**src/rfsw_map.svh**
```systemverilog
// register map, field positions, reset values and frame counts of the
// rf switch command decoder.
// assumes nothing; definitions only.
`ifndef RFSW_MAP_SVH
`define RFSW_MAP_SVH

// register addresses (5-bit command address field)
`define RFSW_ADDR_PATH      5'h00
`define RFSW_ADDR_PMT       5'h1c
`define RFSW_ADDR_PART      5'h1d
`define RFSW_ADDR_MAKER_LO  5'h1e
`define RFSW_ADDR_MAKER_HI  5'h1f

// reset values and broadcast address
`define RFSW_PATH_RST       8'h00
`define RFSW_PMT_RST        8'h00
`define RFSW_NODE_RST       4'hb
`define RFSW_BCAST_ADDR     4'h0

// power_and_shadow_control fields
`define RFSW_PMT_LOW_POWER  7
`define RFSW_PMT_STARTUP    6
`define RFSW_PMT_MASK_HI    5
`define RFSW_PMT_MASK_LO    3
`define RFSW_PMT_TRIG_HI    2
`define RFSW_PMT_TRIG_LO    0

// command frame fields
`define RFSW_CMD_SA_HI      11
`define RFSW_CMD_SA_LO      8
`define RFSW_CMD_COMPACT    7
`define RFSW_CMD_OP_HI      6
`define RFSW_CMD_OP_LO      5
`define RFSW_OP_WRITE       2'h2
`define RFSW_OP_READ        2'h3

// bit counts, as index of the last bit of each frame
`define RFSW_CMD_LAST       4'hc
`define RFSW_DATA_LAST      4'h8
`define RFSW_RD_PARK        4'h9
`define RFSW_RD_DONE        4'ha

// path-select codes
`define RFSW_PATH_ISO       8'h00
`define RFSW_PATH_RF1       8'h02
`define RFSW_PATH_RF2       8'h0a
`define RFSW_PATH_RF3       8'h0e
`define RFSW_PATH_RF4       8'h0b
`define RFSW_PATH_RF5       8'h01
`define RFSW_PATH_RF6       8'h09
`define RFSW_PATH_RF7       8'h06
`define RFSW_PATH_RF8       8'h04

`endif

```
**src/rfsw_pkg.sv**
```systemverilog
// types shared by the rf switch command decoder.
// assumes rfsw_map.svh for all numeric constants.
package rfsw_pkg;

    typedef enum logic [2:0]
    {
        ST_IDLE,
        ST_CMD,
        ST_WDATA,
        ST_RPARK,
        ST_RDATA
    } rfsw_state_t;

    // one register write handed from the frame decoder to the register set
    typedef struct packed
    {
        logic       go;
        logic [4:0] addr;
        logic [7:0] data;
    } rfsw_wr_t;

    // synchronised view of one of the two link pins
    typedef struct packed
    {
        logic level;
        logic rise;
        logic fall;
    } rfsw_pin_t;

endpackage

```
**src/rfsw_pin_sync.sv**
```systemverilog
// two-flop synchroniser with edge detection for link pins.
// assumes pins are asynchronous to i_clk and slower than half its rate.
`timescale 1ns/1ps
module rfsw_pin_sync #(
    parameter int W = 2
)(
    // clock and reset
    input  wire logic              i_clk,
    input  wire logic              i_reset_n,
    // raw pins
    input  wire logic [W-1:0]      i_pins,
    // synchronised levels and one-cycle edge pulses
    output rfsw_pkg::rfsw_pin_t    o_pin [W]
);

    logic [W-1:0] meta_q;
    logic [W-1:0] sync_q;
    logic [W-1:0] prev_q;

    initial
    begin
        if (W < 1)
            $error("rfsw_pin_sync: W must be at least 1");
    end

    // meta_q feeds sync_q only
    always_ff @(posedge i_clk or negedge i_reset_n)
    begin
        if (!i_reset_n)
        begin
            meta_q <= '0;
            sync_q <= '0;
            prev_q <= '0;
        end
        else
        begin
            meta_q <= i_pins;
            sync_q <= meta_q;
            prev_q <= sync_q;
        end
    end

    for (genvar g = 0; g < W; g++)
    begin : g_pin
        assign o_pin[g].level = sync_q[g];
        assign o_pin[g].rise  = sync_q[g] & ~prev_q[g];
        assign o_pin[g].fall  = ~sync_q[g] & prev_q[g];
    end

endmodule

```
**src/rfsw_regbank.sv**
```systemverilog
// slave-side two-wire command decoder and register set of an eight-way
// rf antenna switch.
// assumes the bus clock pin is sampled by i_clk (at least 4x faster) and
// that the data pin wire is resolved outside from o_sdata/o_sdata_oe.
//
// What this block does
// - write is start, node id, 0, 10, address, parity, byte, parity, park.
// - read: 0, 11, address, parity, park; we drive byte, parity, park.
// - compact write: bit 7 set, path bits in 6:0, parity and park.
// - path register at 0x00 resets to zero and obeys triggers 0, 1 and 2.
// - power control bit 7 chooses normal (0) or low power (1).
// - power control bit 6 at one reloads every register with its default.
// - bits 5:3 mask triggers 2:0; writes are direct only with all three masks set.
// - a clear mask sends writes to a shadow until its trigger fires.
// - bits 2:0 are write-only strobes copying shadow to path when unmasked.
// - address 0x1d returns a fixed part code and ignores writes.
// - address 0x1e returns the low byte of the 10-bit maker code.
// - writes to the maker code registers change no maker bits; 0x1f bits 3:0 take the node address.
// - address 0x1f bits 5:4 hold maker code bits 9:8, bits 7:6 read zero.
// - 0x1f bits 3:0 are the node address reads must match (writes also take 0), reset 1011.
// - the path code is decoded to isolation or one of eight rf ports.
`timescale 1ns/1ps
`include "rfsw_map.svh"
module rfsw_regbank #(
    parameter logic [7:0] PART_CODE  = 8'h5a,  // arbitrary value
    parameter logic [9:0] MAKER_CODE = 10'h163, // arbitrary value
    parameter logic [3:0] NODE_RESET = `RFSW_NODE_RST
)(
    // clock and reset
    input  wire logic        i_clk,
    input  wire logic        i_reset_n,
    // two-wire link
    input  wire logic        i_sclk,
    input  wire logic        i_sdata,
    output logic             o_sdata,
    output logic             o_sdata_oe,
    // switch control
    output logic [7:0]       o_path_select,
    output logic             o_isolated,
    output logic [7:0]       o_rf_port,
    output logic             o_low_power
);

    initial
    begin
        if (NODE_RESET == `RFSW_BCAST_ADDR)
            $error("rfsw_regbank: NODE_RESET must not be the broadcast 0");
    end

    // ---------------------------------------------------------------
    // helpers
    // ---------------------------------------------------------------
    function automatic logic odd_ok(input logic [12:0] bits);
        odd_ok = ^bits;
    endfunction

    function automatic logic [8:0] decode_path(input logic [7:0] p);
        decode_path = '0;
        case (p)
            `RFSW_PATH_ISO: decode_path[0] = 1'b1;
            `RFSW_PATH_RF1: decode_path[1] = 1'b1;
            `RFSW_PATH_RF2: decode_path[2] = 1'b1;
            `RFSW_PATH_RF3: decode_path[3] = 1'b1;
            `RFSW_PATH_RF4: decode_path[4] = 1'b1;
            `RFSW_PATH_RF5: decode_path[5] = 1'b1;
            `RFSW_PATH_RF6: decode_path[6] = 1'b1;
            `RFSW_PATH_RF7: decode_path[7] = 1'b1;
            `RFSW_PATH_RF8: decode_path[8] = 1'b1;
            default:        decode_path    = 9'h001;
        endcase
    endfunction

    // ---------------------------------------------------------------
    // pin synchronisation
    // ---------------------------------------------------------------
    rfsw_pkg::rfsw_pin_t pin [2];
    rfsw_pkg::rfsw_pin_t scl;
    rfsw_pkg::rfsw_pin_t sda;

    rfsw_pin_sync #(
        .W (2)
    ) u_sync (
        .i_clk     (i_clk),
        .i_reset_n (i_reset_n),
        .i_pins    ({i_sdata, i_sclk}),
        .o_pin     (pin)
    );

    assign scl = pin[0];
    assign sda = pin[1];

    // ---------------------------------------------------------------
    // register state
    // ---------------------------------------------------------------
    logic [7:0] path_q;
    logic [7:0] shadow_q;
    logic       low_power_q;
    logic       startup_q;
    logic [2:0] mask_q;
    logic [3:0] node_q;
    logic [8:0] port_q;

    rfsw_pkg::rfsw_wr_t wr_q;

    // ---------------------------------------------------------------
    // sequence start: data pulses high while the clock stays low
    // ---------------------------------------------------------------
    logic ssc_arm_q;
    logic ssc;
    logic oe_q;

    // our own drive is ignored so read data can never look like a start
    assign ssc = sda.fall & ~scl.level & ssc_arm_q & ~oe_q;

    always_ff @(posedge i_clk or negedge i_reset_n)
    begin
        if (!i_reset_n)
            ssc_arm_q <= 1'b0;
        else if (scl.level || oe_q)
            ssc_arm_q <= 1'b0;
        else if (sda.rise)
            ssc_arm_q <= 1'b1;
        else if (ssc)
            ssc_arm_q <= 1'b0;
    end

    // ---------------------------------------------------------------
    // frame decoder
    // ---------------------------------------------------------------
    rfsw_pkg::rfsw_state_t state_q;
    logic [3:0]  cnt_q;
    logic [11:0] shift_q;
    logic [4:0]  addr_q;
    logic [8:0]  rd_word_q;
    logic        sdata_q;
    logic [12:0] cmd_full;
    logic [8:0]  data_full;
    logic [3:0]  sa;
    logic        sa_match;
    logic        rd_match;
    logic [7:0]  rd_byte;

    assign cmd_full  = {shift_q, sda.level};
    assign data_full = {shift_q[7:0], sda.level};
    assign sa        = cmd_full[`RFSW_CMD_SA_HI+1:`RFSW_CMD_SA_LO+1];
    assign sa_match  = (sa == node_q) || (sa == `RFSW_BCAST_ADDR);
    assign rd_match  = (sa == node_q);

    always_comb
    begin
        case (addr_q)
            `RFSW_ADDR_PATH:     rd_byte = path_q;
            `RFSW_ADDR_PMT:      rd_byte = {low_power_q, startup_q,
                                            mask_q, 3'h0};
            `RFSW_ADDR_PART:     rd_byte = PART_CODE;
            `RFSW_ADDR_MAKER_LO: rd_byte = MAKER_CODE[7:0];
            `RFSW_ADDR_MAKER_HI: rd_byte = {2'h0, MAKER_CODE[9:8],
                                            node_q};
            default:             rd_byte = 8'h00;
        endcase
    end

    always_ff @(posedge i_clk or negedge i_reset_n)
    begin
        if (!i_reset_n)
        begin
            state_q   <= rfsw_pkg::ST_IDLE;
            cnt_q     <= 4'h0;
            shift_q   <= 12'h000;
            addr_q    <= 5'h00;
            rd_word_q <= 9'h000;
            sdata_q   <= 1'b0;
            oe_q      <= 1'b0;
            wr_q      <= '0;
        end
        else
        begin
            wr_q.go <= 1'b0;
            if (ssc)
            begin
                state_q <= rfsw_pkg::ST_CMD;
                cnt_q   <= 4'h0;
            end
            else
            begin
                case (state_q)
                    rfsw_pkg::ST_IDLE:
                    begin
                        cnt_q <= 4'h0;
                    end
                    rfsw_pkg::ST_CMD:
                    begin
                        if (scl.fall)
                        begin
                            shift_q <= cmd_full[11:0];
                            cnt_q   <= cnt_q + 4'h1;
                            if (cnt_q == `RFSW_CMD_LAST)
                            begin
                                cnt_q   <= 4'h0;
                                state_q <= rfsw_pkg::ST_IDLE;
                                addr_q  <= cmd_full[5:1];
                                if (!odd_ok(cmd_full) || !sa_match)
                                    state_q <= rfsw_pkg::ST_IDLE;
                                else if (cmd_full[`RFSW_CMD_COMPACT+1])
                                begin
                                    // path bit 7 is forced clear
                                    wr_q.go   <= 1'b1;
                                    wr_q.addr <= `RFSW_ADDR_PATH;
                                    wr_q.data <= 8'(cmd_full[7:1]);
                                end
                                else if (cmd_full[7:6] == `RFSW_OP_WRITE)
                                    state_q <= rfsw_pkg::ST_WDATA;
                                else if (cmd_full[7:6] == `RFSW_OP_READ
                                         && rd_match)
                                    state_q <= rfsw_pkg::ST_RPARK;
                            end
                        end
                    end
                    rfsw_pkg::ST_WDATA:
                    begin
                        if (scl.fall)
                        begin
                            shift_q <= {shift_q[10:0], sda.level};
                            cnt_q   <= cnt_q + 4'h1;
                            if (cnt_q == `RFSW_DATA_LAST)
                            begin
                                // trailing park cycle needs no action
                                state_q   <= rfsw_pkg::ST_IDLE;
                                wr_q.go <= odd_ok(13'(data_full));
                                wr_q.addr <= addr_q;
                                wr_q.data <= data_full[8:1];
                            end
                        end
                    end
                    rfsw_pkg::ST_RPARK:
                    begin
                        if (scl.fall)
                        begin
                            state_q   <= rfsw_pkg::ST_RDATA;
                            cnt_q     <= 4'h0;
                            rd_word_q <= {rd_byte, ~^rd_byte};
                        end
                    end
                    rfsw_pkg::ST_RDATA:
                    begin
                        // drive on rising edges, release after the park
                        if (scl.rise && cnt_q <= `RFSW_RD_PARK)
                        begin
                            oe_q      <= 1'b1;
                            sdata_q   <= (cnt_q == `RFSW_RD_PARK) ?
                                         1'b0 : rd_word_q[8];
                            rd_word_q <= {rd_word_q[7:0], 1'b0};
                            cnt_q     <= cnt_q + 4'h1;
                        end
                        else if (scl.fall && cnt_q == `RFSW_RD_DONE)
                        begin
                            oe_q    <= 1'b0;
                            sdata_q <= 1'b0;
                            state_q <= rfsw_pkg::ST_IDLE;
                        end
                    end
                    default:
                    begin
                        state_q <= rfsw_pkg::ST_IDLE;
                        oe_q    <= 1'b0;
                    end
                endcase
            end
        end
    end

    // ---------------------------------------------------------------
    // register set
    // ---------------------------------------------------------------
    logic [2:0] trig_fire;
    logic       wr_pmt;
    logic       wr_path;

    assign wr_pmt  = wr_q.go && wr_q.addr == `RFSW_ADDR_PMT;
    assign wr_path = wr_q.go && wr_q.addr == `RFSW_ADDR_PATH;
    // strobes only act on triggers whose mask was clear before this write
    assign trig_fire = wr_q.data[`RFSW_PMT_TRIG_HI:`RFSW_PMT_TRIG_LO]
                       & ~mask_q;

    always_ff @(posedge i_clk or negedge i_reset_n)
    begin
        if (!i_reset_n)
        begin
            path_q   <= `RFSW_PATH_RST;
            shadow_q <= `RFSW_PATH_RST;
        end
        else if (wr_pmt && wr_q.data[`RFSW_PMT_STARTUP])
        begin
            path_q   <= `RFSW_PATH_RST;
            shadow_q <= `RFSW_PATH_RST;
        end
        else if (wr_path)
        begin
            // path listens to all three triggers; direct only if all off
            if (&mask_q)
                path_q <= wr_q.data;
            else
                shadow_q <= wr_q.data;
        end
        else if (wr_pmt && |trig_fire)
            path_q <= shadow_q;
    end

    always_ff @(posedge i_clk or negedge i_reset_n)
    begin
        if (!i_reset_n)
        begin
            low_power_q <= 1'(`RFSW_PMT_RST >> `RFSW_PMT_LOW_POWER);
            startup_q   <= 1'b0;
            mask_q      <= 3'h0;
        end
        else if (wr_pmt && wr_q.data[`RFSW_PMT_STARTUP])
        begin
            // startup is a one-shot reload, so it never reads back as one
            low_power_q <= 1'b0;
            startup_q   <= 1'b0;
            mask_q      <= 3'h0;
        end
        else if (wr_pmt)
        begin
            low_power_q <= wr_q.data[`RFSW_PMT_LOW_POWER];
            mask_q      <= wr_q.data[`RFSW_PMT_MASK_HI:
                                     `RFSW_PMT_MASK_LO];
        end
    end

    // maker code and part code bits are constants: only the node bits of 0x1f take writes
    always_ff @(posedge i_clk or negedge i_reset_n)
    begin
        if (!i_reset_n)
            node_q <= NODE_RESET;
        else if (wr_pmt && wr_q.data[`RFSW_PMT_STARTUP])
            node_q <= NODE_RESET;
        else if (wr_q.go && wr_q.addr == `RFSW_ADDR_MAKER_HI)
            node_q <= wr_q.data[3:0];
    end

    // ---------------------------------------------------------------
    // switch driver outputs
    // ---------------------------------------------------------------
    always_ff @(posedge i_clk or negedge i_reset_n)
    begin
        if (!i_reset_n)
            port_q <= 9'h001;
        else
            port_q <= decode_path(path_q);
    end

    assign o_sdata       = sdata_q;
    assign o_sdata_oe    = oe_q;
    assign o_path_select = path_q;
    assign o_isolated    = port_q[0];
    assign o_rf_port     = port_q[8:1];
    assign o_low_power   = low_power_q;

endmodule

```
**config.mk**
```make
export PLATFORM = sky130hd
export DESIGN_NAME = rfsw_regbank
export DESIGN_NICKNAME = d
export VERILOG_FILES = /design/src/rfsw_pkg.sv /design/src/rfsw_pin_sync.sv /design/src/rfsw_regbank.sv
export VERILOG_INCLUDE_DIRS = /design/src /design/src/src
export SDC_FILE = /design/constraint.sdc
export NUM_CORES = 1
export LEC_CHECK = 0
export ABC_AREA = 0
export BUFFER_PORTS_ARGS = -buffer_cell sky130_fd_sc_hd__buf_2
export CAP_MARGIN = 20
export CELL_PAD_IN_SITES_DETAIL_PLACEMENT = 0
export CELL_PAD_IN_SITES_GLOBAL_PLACEMENT = 1
export CORE_UTILIZATION = 54
export CTS_BUF_LIST = sky130_fd_sc_hd__clkbuf_8
export CTS_CLUSTER_SIZE = 16
export DETAILED_ROUTE_END_ITERATION = 16
export GPL_ROUTABILITY_DRIVEN = 0
export PLACE_DENSITY_LB_ADDON = 0.1
export SETUP_SLACK_MARGIN = 0.4
export SLEW_MARGIN = 10
export SYNTH_ARGS = -nofsm -noshare
export SYNTH_HDL_FRONTEND = slang
export SYNTH_SLANG_ARGS = --single-unit
```
**constraint.sdc**
```tcl
create_clock -name i_clk -period 5.55 [get_ports i_clk]
set_input_delay 0.555 -clock i_clk [delete_from_list [all_inputs] [get_ports i_clk]]
set_output_delay 0.555 -clock i_clk [all_outputs]
set_load 0.005 [all_outputs]
```
# After elaboration in Yosys (flattened, before gate mapping)
# Index checks and enable logic that the tools add are counted.
# W data, S select, Z words.
dict set report totals {
  reg_bits 89
  input_bits 4
  out_inout_bits 20
  word_cells 189
}
dict set report op_classes {
  n_addsub 1
  n_lt_le_gt_ge 1
  n_eq_ne 45
  muxes 62
  bitwise_logic 16
  reduce_logical 44
}
# op n
set op_table {}
lappend op_table {{$mux W14} 7}
lappend op_table {{$mux W8} 7}
lappend op_table {{$pmux W8 S5} 1}
lappend op_table {{$eq A8 B4 Y1 const B} 4}
lappend op_table {{$mux W4} 8}
lappend op_table {{$eq A5 B5 Y1 const B} 6}
lappend op_table {{$mux W3} 10}
lappend op_table {{$pmux W14 S2} 1}
lappend op_table {{$ne A3 B3 Y1 const B} 9}
lappend op_table {{$reduce_xor A13 Y1} 2}
lappend op_table {{$pmux W4 S5} 1}
lappend op_table {{$mux W1} 18}
lappend op_table {{$mux W9} 2}
lappend op_table {{$ne A2 B2 Y1 const B} 9}
lappend op_table {{$pmux W9 S2} 1}
lappend op_table {{$eq A4 B4 Y1 const B} 4}
lappend op_table {{$eq A8 B3 Y1 const B} 2}
lappend op_table {{$reduce_and A8 Y1} 2}
lappend op_table {{$pmux W3 S5} 1}
lappend op_table {{$reduce_and A3 Y1} 4}
lappend op_table {{$reduce_bool A2 Y1} 6}
lappend op_table {{$logic_not A5 Y1} 2}
lappend op_table {{$eq A8 B1 Y1 const B} 1}
lappend op_table {{$eq A8 B2 Y1 const B} 1}
lappend op_table {{other kinds (30)} 60}

# Depth between registers and ports, before layout
dict set report depth {
  word_depth 10
  mapped_depth 9
  mapped_depth_nobuf 8
}

# Modules after synthesis
# Synthesis repeated with hierarchy kept, for this count alone.
dict set report unflattened {
  hier_cells 426
  area_unflattened_um2 4516.8
}
# mod n_inst cells_each area_per_inst_um2 seq_area_each_um2
set modules_own_cells {}
lappend modules_own_cells {rfsw_regbank 1 416 4331.7 2082.0}
lappend modules_own_cells {rfsw_pin_sync 1 10 185.2 150.1}

# Worst setup path after synthesis
# No wires, ideal clock.
dict set report synth_timing {
  kind {register to register}
  startpoint {register shift_q[5]}
  endpoint {register wr_q[0] (netlist bit)}
  setup_time_ps 132
  arrival_time_ps 2004
  required_time_ps 5418
  slack_ps 3414
  path_stages_with_launch 10
  path_buffers 1
  synth_period_minus_slack_ps 2136
  path_cell_list {dfrtp_1 inv_1 ha_1 xnor2_1 xnor2_1 xnor2_2 xnor2_4 and3_1 buf_6 o211ai_1}
}
dict set report synth_between {
  elab_chain_cells 5
}
# element line
set synth_lines {}
lappend synth_lines {{start: declaration} rfsw_regbank.sv:132} ;# logic [11:0] shift_q;
lappend synth_lines {{start signal: assignment} rfsw_regbank.sv:195} ;# shift_q <= cmd_full[11:0];
lappend synth_lines {{start signal: assignment} rfsw_regbank.sv:223} ;# shift_q <= {shift_q[10:0], sda.level};
lappend synth_lines {{$reduce_xor A13 Y1} rfsw_regbank.sv:54} ;# odd_ok = ^bits;
lappend synth_lines {{$logic_not A1 Y1} rfsw_regbank.sv:202} ;# if (!odd_ok(cmd_full) || !sa_match)
lappend synth_lines {{$logic_or A1 B1 Y1} rfsw_regbank.sv:202}
lappend synth_lines {{$ne A2 B2 Y1 (no source line)} -}
lappend synth_lines {{$reduce_and A8 Y1 (no source line)} -}
lappend synth_lines {{end: declaration} rfsw_regbank.sv:103} ;# rfsw_pkg::rfsw_wr_t wr_q;
# Every way passes these cells.
# A chain may end at the register's enable or synchronous reset.

# Worst setup path after layout
dict set report layout_timing {
  startpoint {register shift_q[5]}
  endpoint {register wr_q[5] (netlist bit)}
}
dict set report layout_between {
  elab_chain_cells 5
  word_cells_on_any_way 12
  classes_between {1 x eq/ne; 7 x mux; 4 x reduce/logical}
}
# element line
set layout_lines {}
lappend layout_lines {{$reduce_xor A13 Y1 / $mux W14 (equally long branches)} {rfsw_regbank.sv:54, rfsw_regbank.sv:204}}
lappend layout_lines {{$logic_not A1 Y1 / $mux W14 (equally long branches)} rfsw_regbank.sv:202}
lappend layout_lines {{$logic_or A1 B1 Y1 / $mux W14 (equally long branches)} {rfsw_regbank.sv:202, rfsw_regbank.sv:197}}
lappend layout_lines {{$ne A2 B2 Y1 (no source line) / $mux W14 (equally long branches)} -}
lappend layout_lines {{$reduce_and A8 Y1 (no source line) / $pmux W14 S2 (equally long branches)} -}
# Parallel ways exist; a longest one is shown, timed or not. The select of a mux whose other input is x is not followed.

==> summary.md <==
| Metric | Value |
|---|---|
| Starting density of the core | between 50% and 60% |
| Worst EP arrival | about 2.8 ns |
| Setup Skew | roughly 0.015 ns |
| Syn nets | between 400 and 500 |
| Drt total wl | slightly above 10000 µm |
| Largest net degree at the start of global routing | 47 |
| DR top layer | met4 |
| Commonest non-fill, non-tap cell in the layout | dfrtp_1 |
| Max FO, Critical Path | 14 |
| Post-synthesis register bit count | 89 |
| Final antenna-violating net count | 0 |
| Synth Area per Inst | around 10 µm² |
| Synthesis warning total | 0 |
| Antenna violations before repair | 0 |
| DR pass1 iterations | 4 |
| Synth Cell Area | between 4000 and 5000 µm² |
| Clock Latency Late Sink | approximately 0.37 ns |
| Met3 wire length | just over 300 µm |
| Post-DP HPWL | 7250 µm |
| Leakage | around 2.4 nW |
| Clock sinks | 89 |
| Std cell rows | 33 |
| Chip height | 94.97 µm |
| Met1 WL | 4918 µm |
| Rel. slew slack | 34.00% |
| Clk slew on worst S/H paths | ~0.1 ns |
| Total track usage | about a quarter |
| Drt drc | 0 |
| CTS max path bufs | 2 |
| Nets | slightly below 500 |
| Crit path time final | 2.545 ns |
| Post-synth EDFFs | 0 |
| I/O pin count | 24 |
| Hold Crit Class | input pin to asynchronous set/reset pin |
| Vias in the first global route | 3448 |
| N_diodes | 0 |
| First-pass GRT wire length | 17100 µm |
| DP Worst Slack | roughly 2.9 ns |
| Pins over their slew limit | 0 |
| Final core utilization | between 60% and 70% |
| Setup Buffers After CTS | 0 |
| Met2 WL | approximately 4800 µm |
| Power per cell area | around 310 nW/µm² |
| Core ar. | about 8300 µm² |
| Post-synthesis sequential area ratio | between 40% and 50% |
| CTS tree | built |
| Num CTS Buffers | 9 |
| Clock root buffer | clkbuf_8 |
| Setup WS post-layout | 3.005 ns |
| IO Port Bufs | 23 |
| Fill cells | 715 |
| Initial DRC count | ~140 |
| Crit end category | flip-flop |
| Mapped Cells | between 400 and 500 |
| Hold-fix buffers at CTS | 0 |
| Setup Viol. Count Final | 0 |
| Area Growth Syn to Fin | 8.150% |
| CP Data Required Time | 5.77 ns |
| Startpoint type of the worst setup path | flip-flop |
| RSZ-0062 raised after global routing | false |
| Post-CTS sizing | 0 |
| Final worst-path cycle share | between 40% and 50% |
| Post-synth cell types | 63 |
| Peak Freq | ~390 MHz |
| Total vias in the final route | 3584 |
| Post-route setup TNS | 0 ns |
| Die boundary width | between 90 and 100 µm |
| Avg WL per Cell | 17.22 µm |
| Via/cell ratio | 6.034 |
| Die Area | between 9000 and 10000 µm² |
| Total gr overflow | 0 |
| Max cap viols | 0 |
| Most frequent cells in the layout | dfrtp_1, nand2_1, nor2_1 |
| H-tree depth | 3 |
| Final Hold Viols | 0 |
| Post-synthesis async set-or-reset flop share | between 90% and 100% |
| Worst slew pin tran | roughly 0.98 ns |
| Layout cells sized above 1 | approximately an eighth |
| Status | complete, no violations |
| CP Class | flip-flop to flip-flop |
| Worst vdd ir | around 0.32 mV |
| Main synth FF type | dfrtp_1 |
-- report_power, final --
| part | internal (W) | switching, W | total, W |
|---|---|---|---|
| Combinational | 0.000167 | 0.000202 | 0.000369 |
| Sequential | 0.000685 | 0.0000686 | 0.000753 |
| Clock | 0.000212 | 0.000252 | 0.000464 |
-- sequential cells by signal (all words and copies together) (netlist names), 3 cells and up --
| name | count |
|---|---|
| wr_q | 14 |
| shift_q | 12 |
| port_q | 9 |
| rd_word_q | 9 |
| o_path_select | 8 |
| shadow_q | 8 |
| addr_q | 5 |
| cnt_q | 4 |
| node_q | 4 |
| mask_q | 3 |
| state_q | 3 |
-- final timing paths --
| path | start | end | slack, ns | depth (start not counted) |
|---|---|---|---|---|
| max reg2reg | shift_q[5] | wr_q[5] | 3.00 | 8 |
| min reg2reg | u_sync.meta_q[1] | u_sync.sync_q[1] | 0.36 | 0 |
| min | i_reset_n | port_q[7] | 0.16 | 1 |
| max in group asynchronous | i_reset_n | shift_q[8] | 4.42 | 2 |
| max | shift_q[5] | wr_q[5] | 3.00 | 8 |
| min in group i_clk | i_sclk | u_sync.meta_q[0] | 0.29 | 1 |
-- layer usage --
metal  global-route usage, %  up-vias
met2                   40.83       75
met5                       0        -
met4                   10.10        0
met1                   33.71     1767
met3                   3.865       19
li1                        -     1723
-- cell type report --
cell class,count,area [µm²],share of cell area (%)
Clock buffer,9,123.9,2.454
Clock inverter,7,77.57,1.537
Inverter,14,52.55,1.041
Multi-Input combinational cell,343,2282,45.22
Sequential cell,89,2232,44.22
Tap cell,105,131.4,2.603
Timing Repair Buffer,27,147.6,2.925
-- logic make-up after synthesis --
kind of cell	synth area share [%]
multiplexers	6.622
adder cells (fa/ha/maj)	2.091
XOR/XNOR	4.719
AND/OR/NAND/NOR	18.87
AO/OA/AOI/OAI	16.60
buffers and inverters	3.271
flip-flops	47.83
-- synthesized netlist by cell type, types with 7 or more instances --
cell type	number	share of area, %
nand3_1	9	0.97
o211ai_1	10	1.6
ha_1	7	1.9
o21ai_1	19	2.0
mux2i_1	14	3.0
dfrtp_1	85	46
xnor2_1	9	1.7
a21oi_1	28	3.0
inv_1	12	0.97
mux2_1	15	3.6
and3_1	14	1.9
nand2_1	59	4.7
nor2_1	31	2.5
nor3_1	14	1.5
a22o_1	9	1.7
clkbuf_1	17	1.4
o21ai_0	9	0.97
o31ai_1	10	1.6
-- worst max-delay path, stage by stage (launching register included) --
cell	delay, ns
dfrtp_1	0.40
inv_1	0.12
ha_1	0.26
xnor2_1	0.14
xnor2_1	0.27
xnor2_2	0.17
xnor2_4	0.31
and3_1	0.54
o211ai_1	0.19
-- through the flow --
| stage | std cells | area [µm²] | total power (W) | hold WS (ns) |
|---|---|---|---|---|
| 2_1_floorplan | 469 | 4667 | 0.001050 | 0.2594 |
| 4_1_cts | 593 | 5040 | 0.001592 | 0.1827 |
| 5_1_grt | 594 | 5047 | 0.001664 | 0.2080 |
| 3_5_place_dp | 577 | 4838 | 0.001133 | 0.3418 |
| 6_report | 594 | 5047 | 0.001586 | 0.1559 |
| 3_3_place_gp | 577 | 4838 | 0.001123 | 0.3355 |
(Power assumes the default switching activity.)
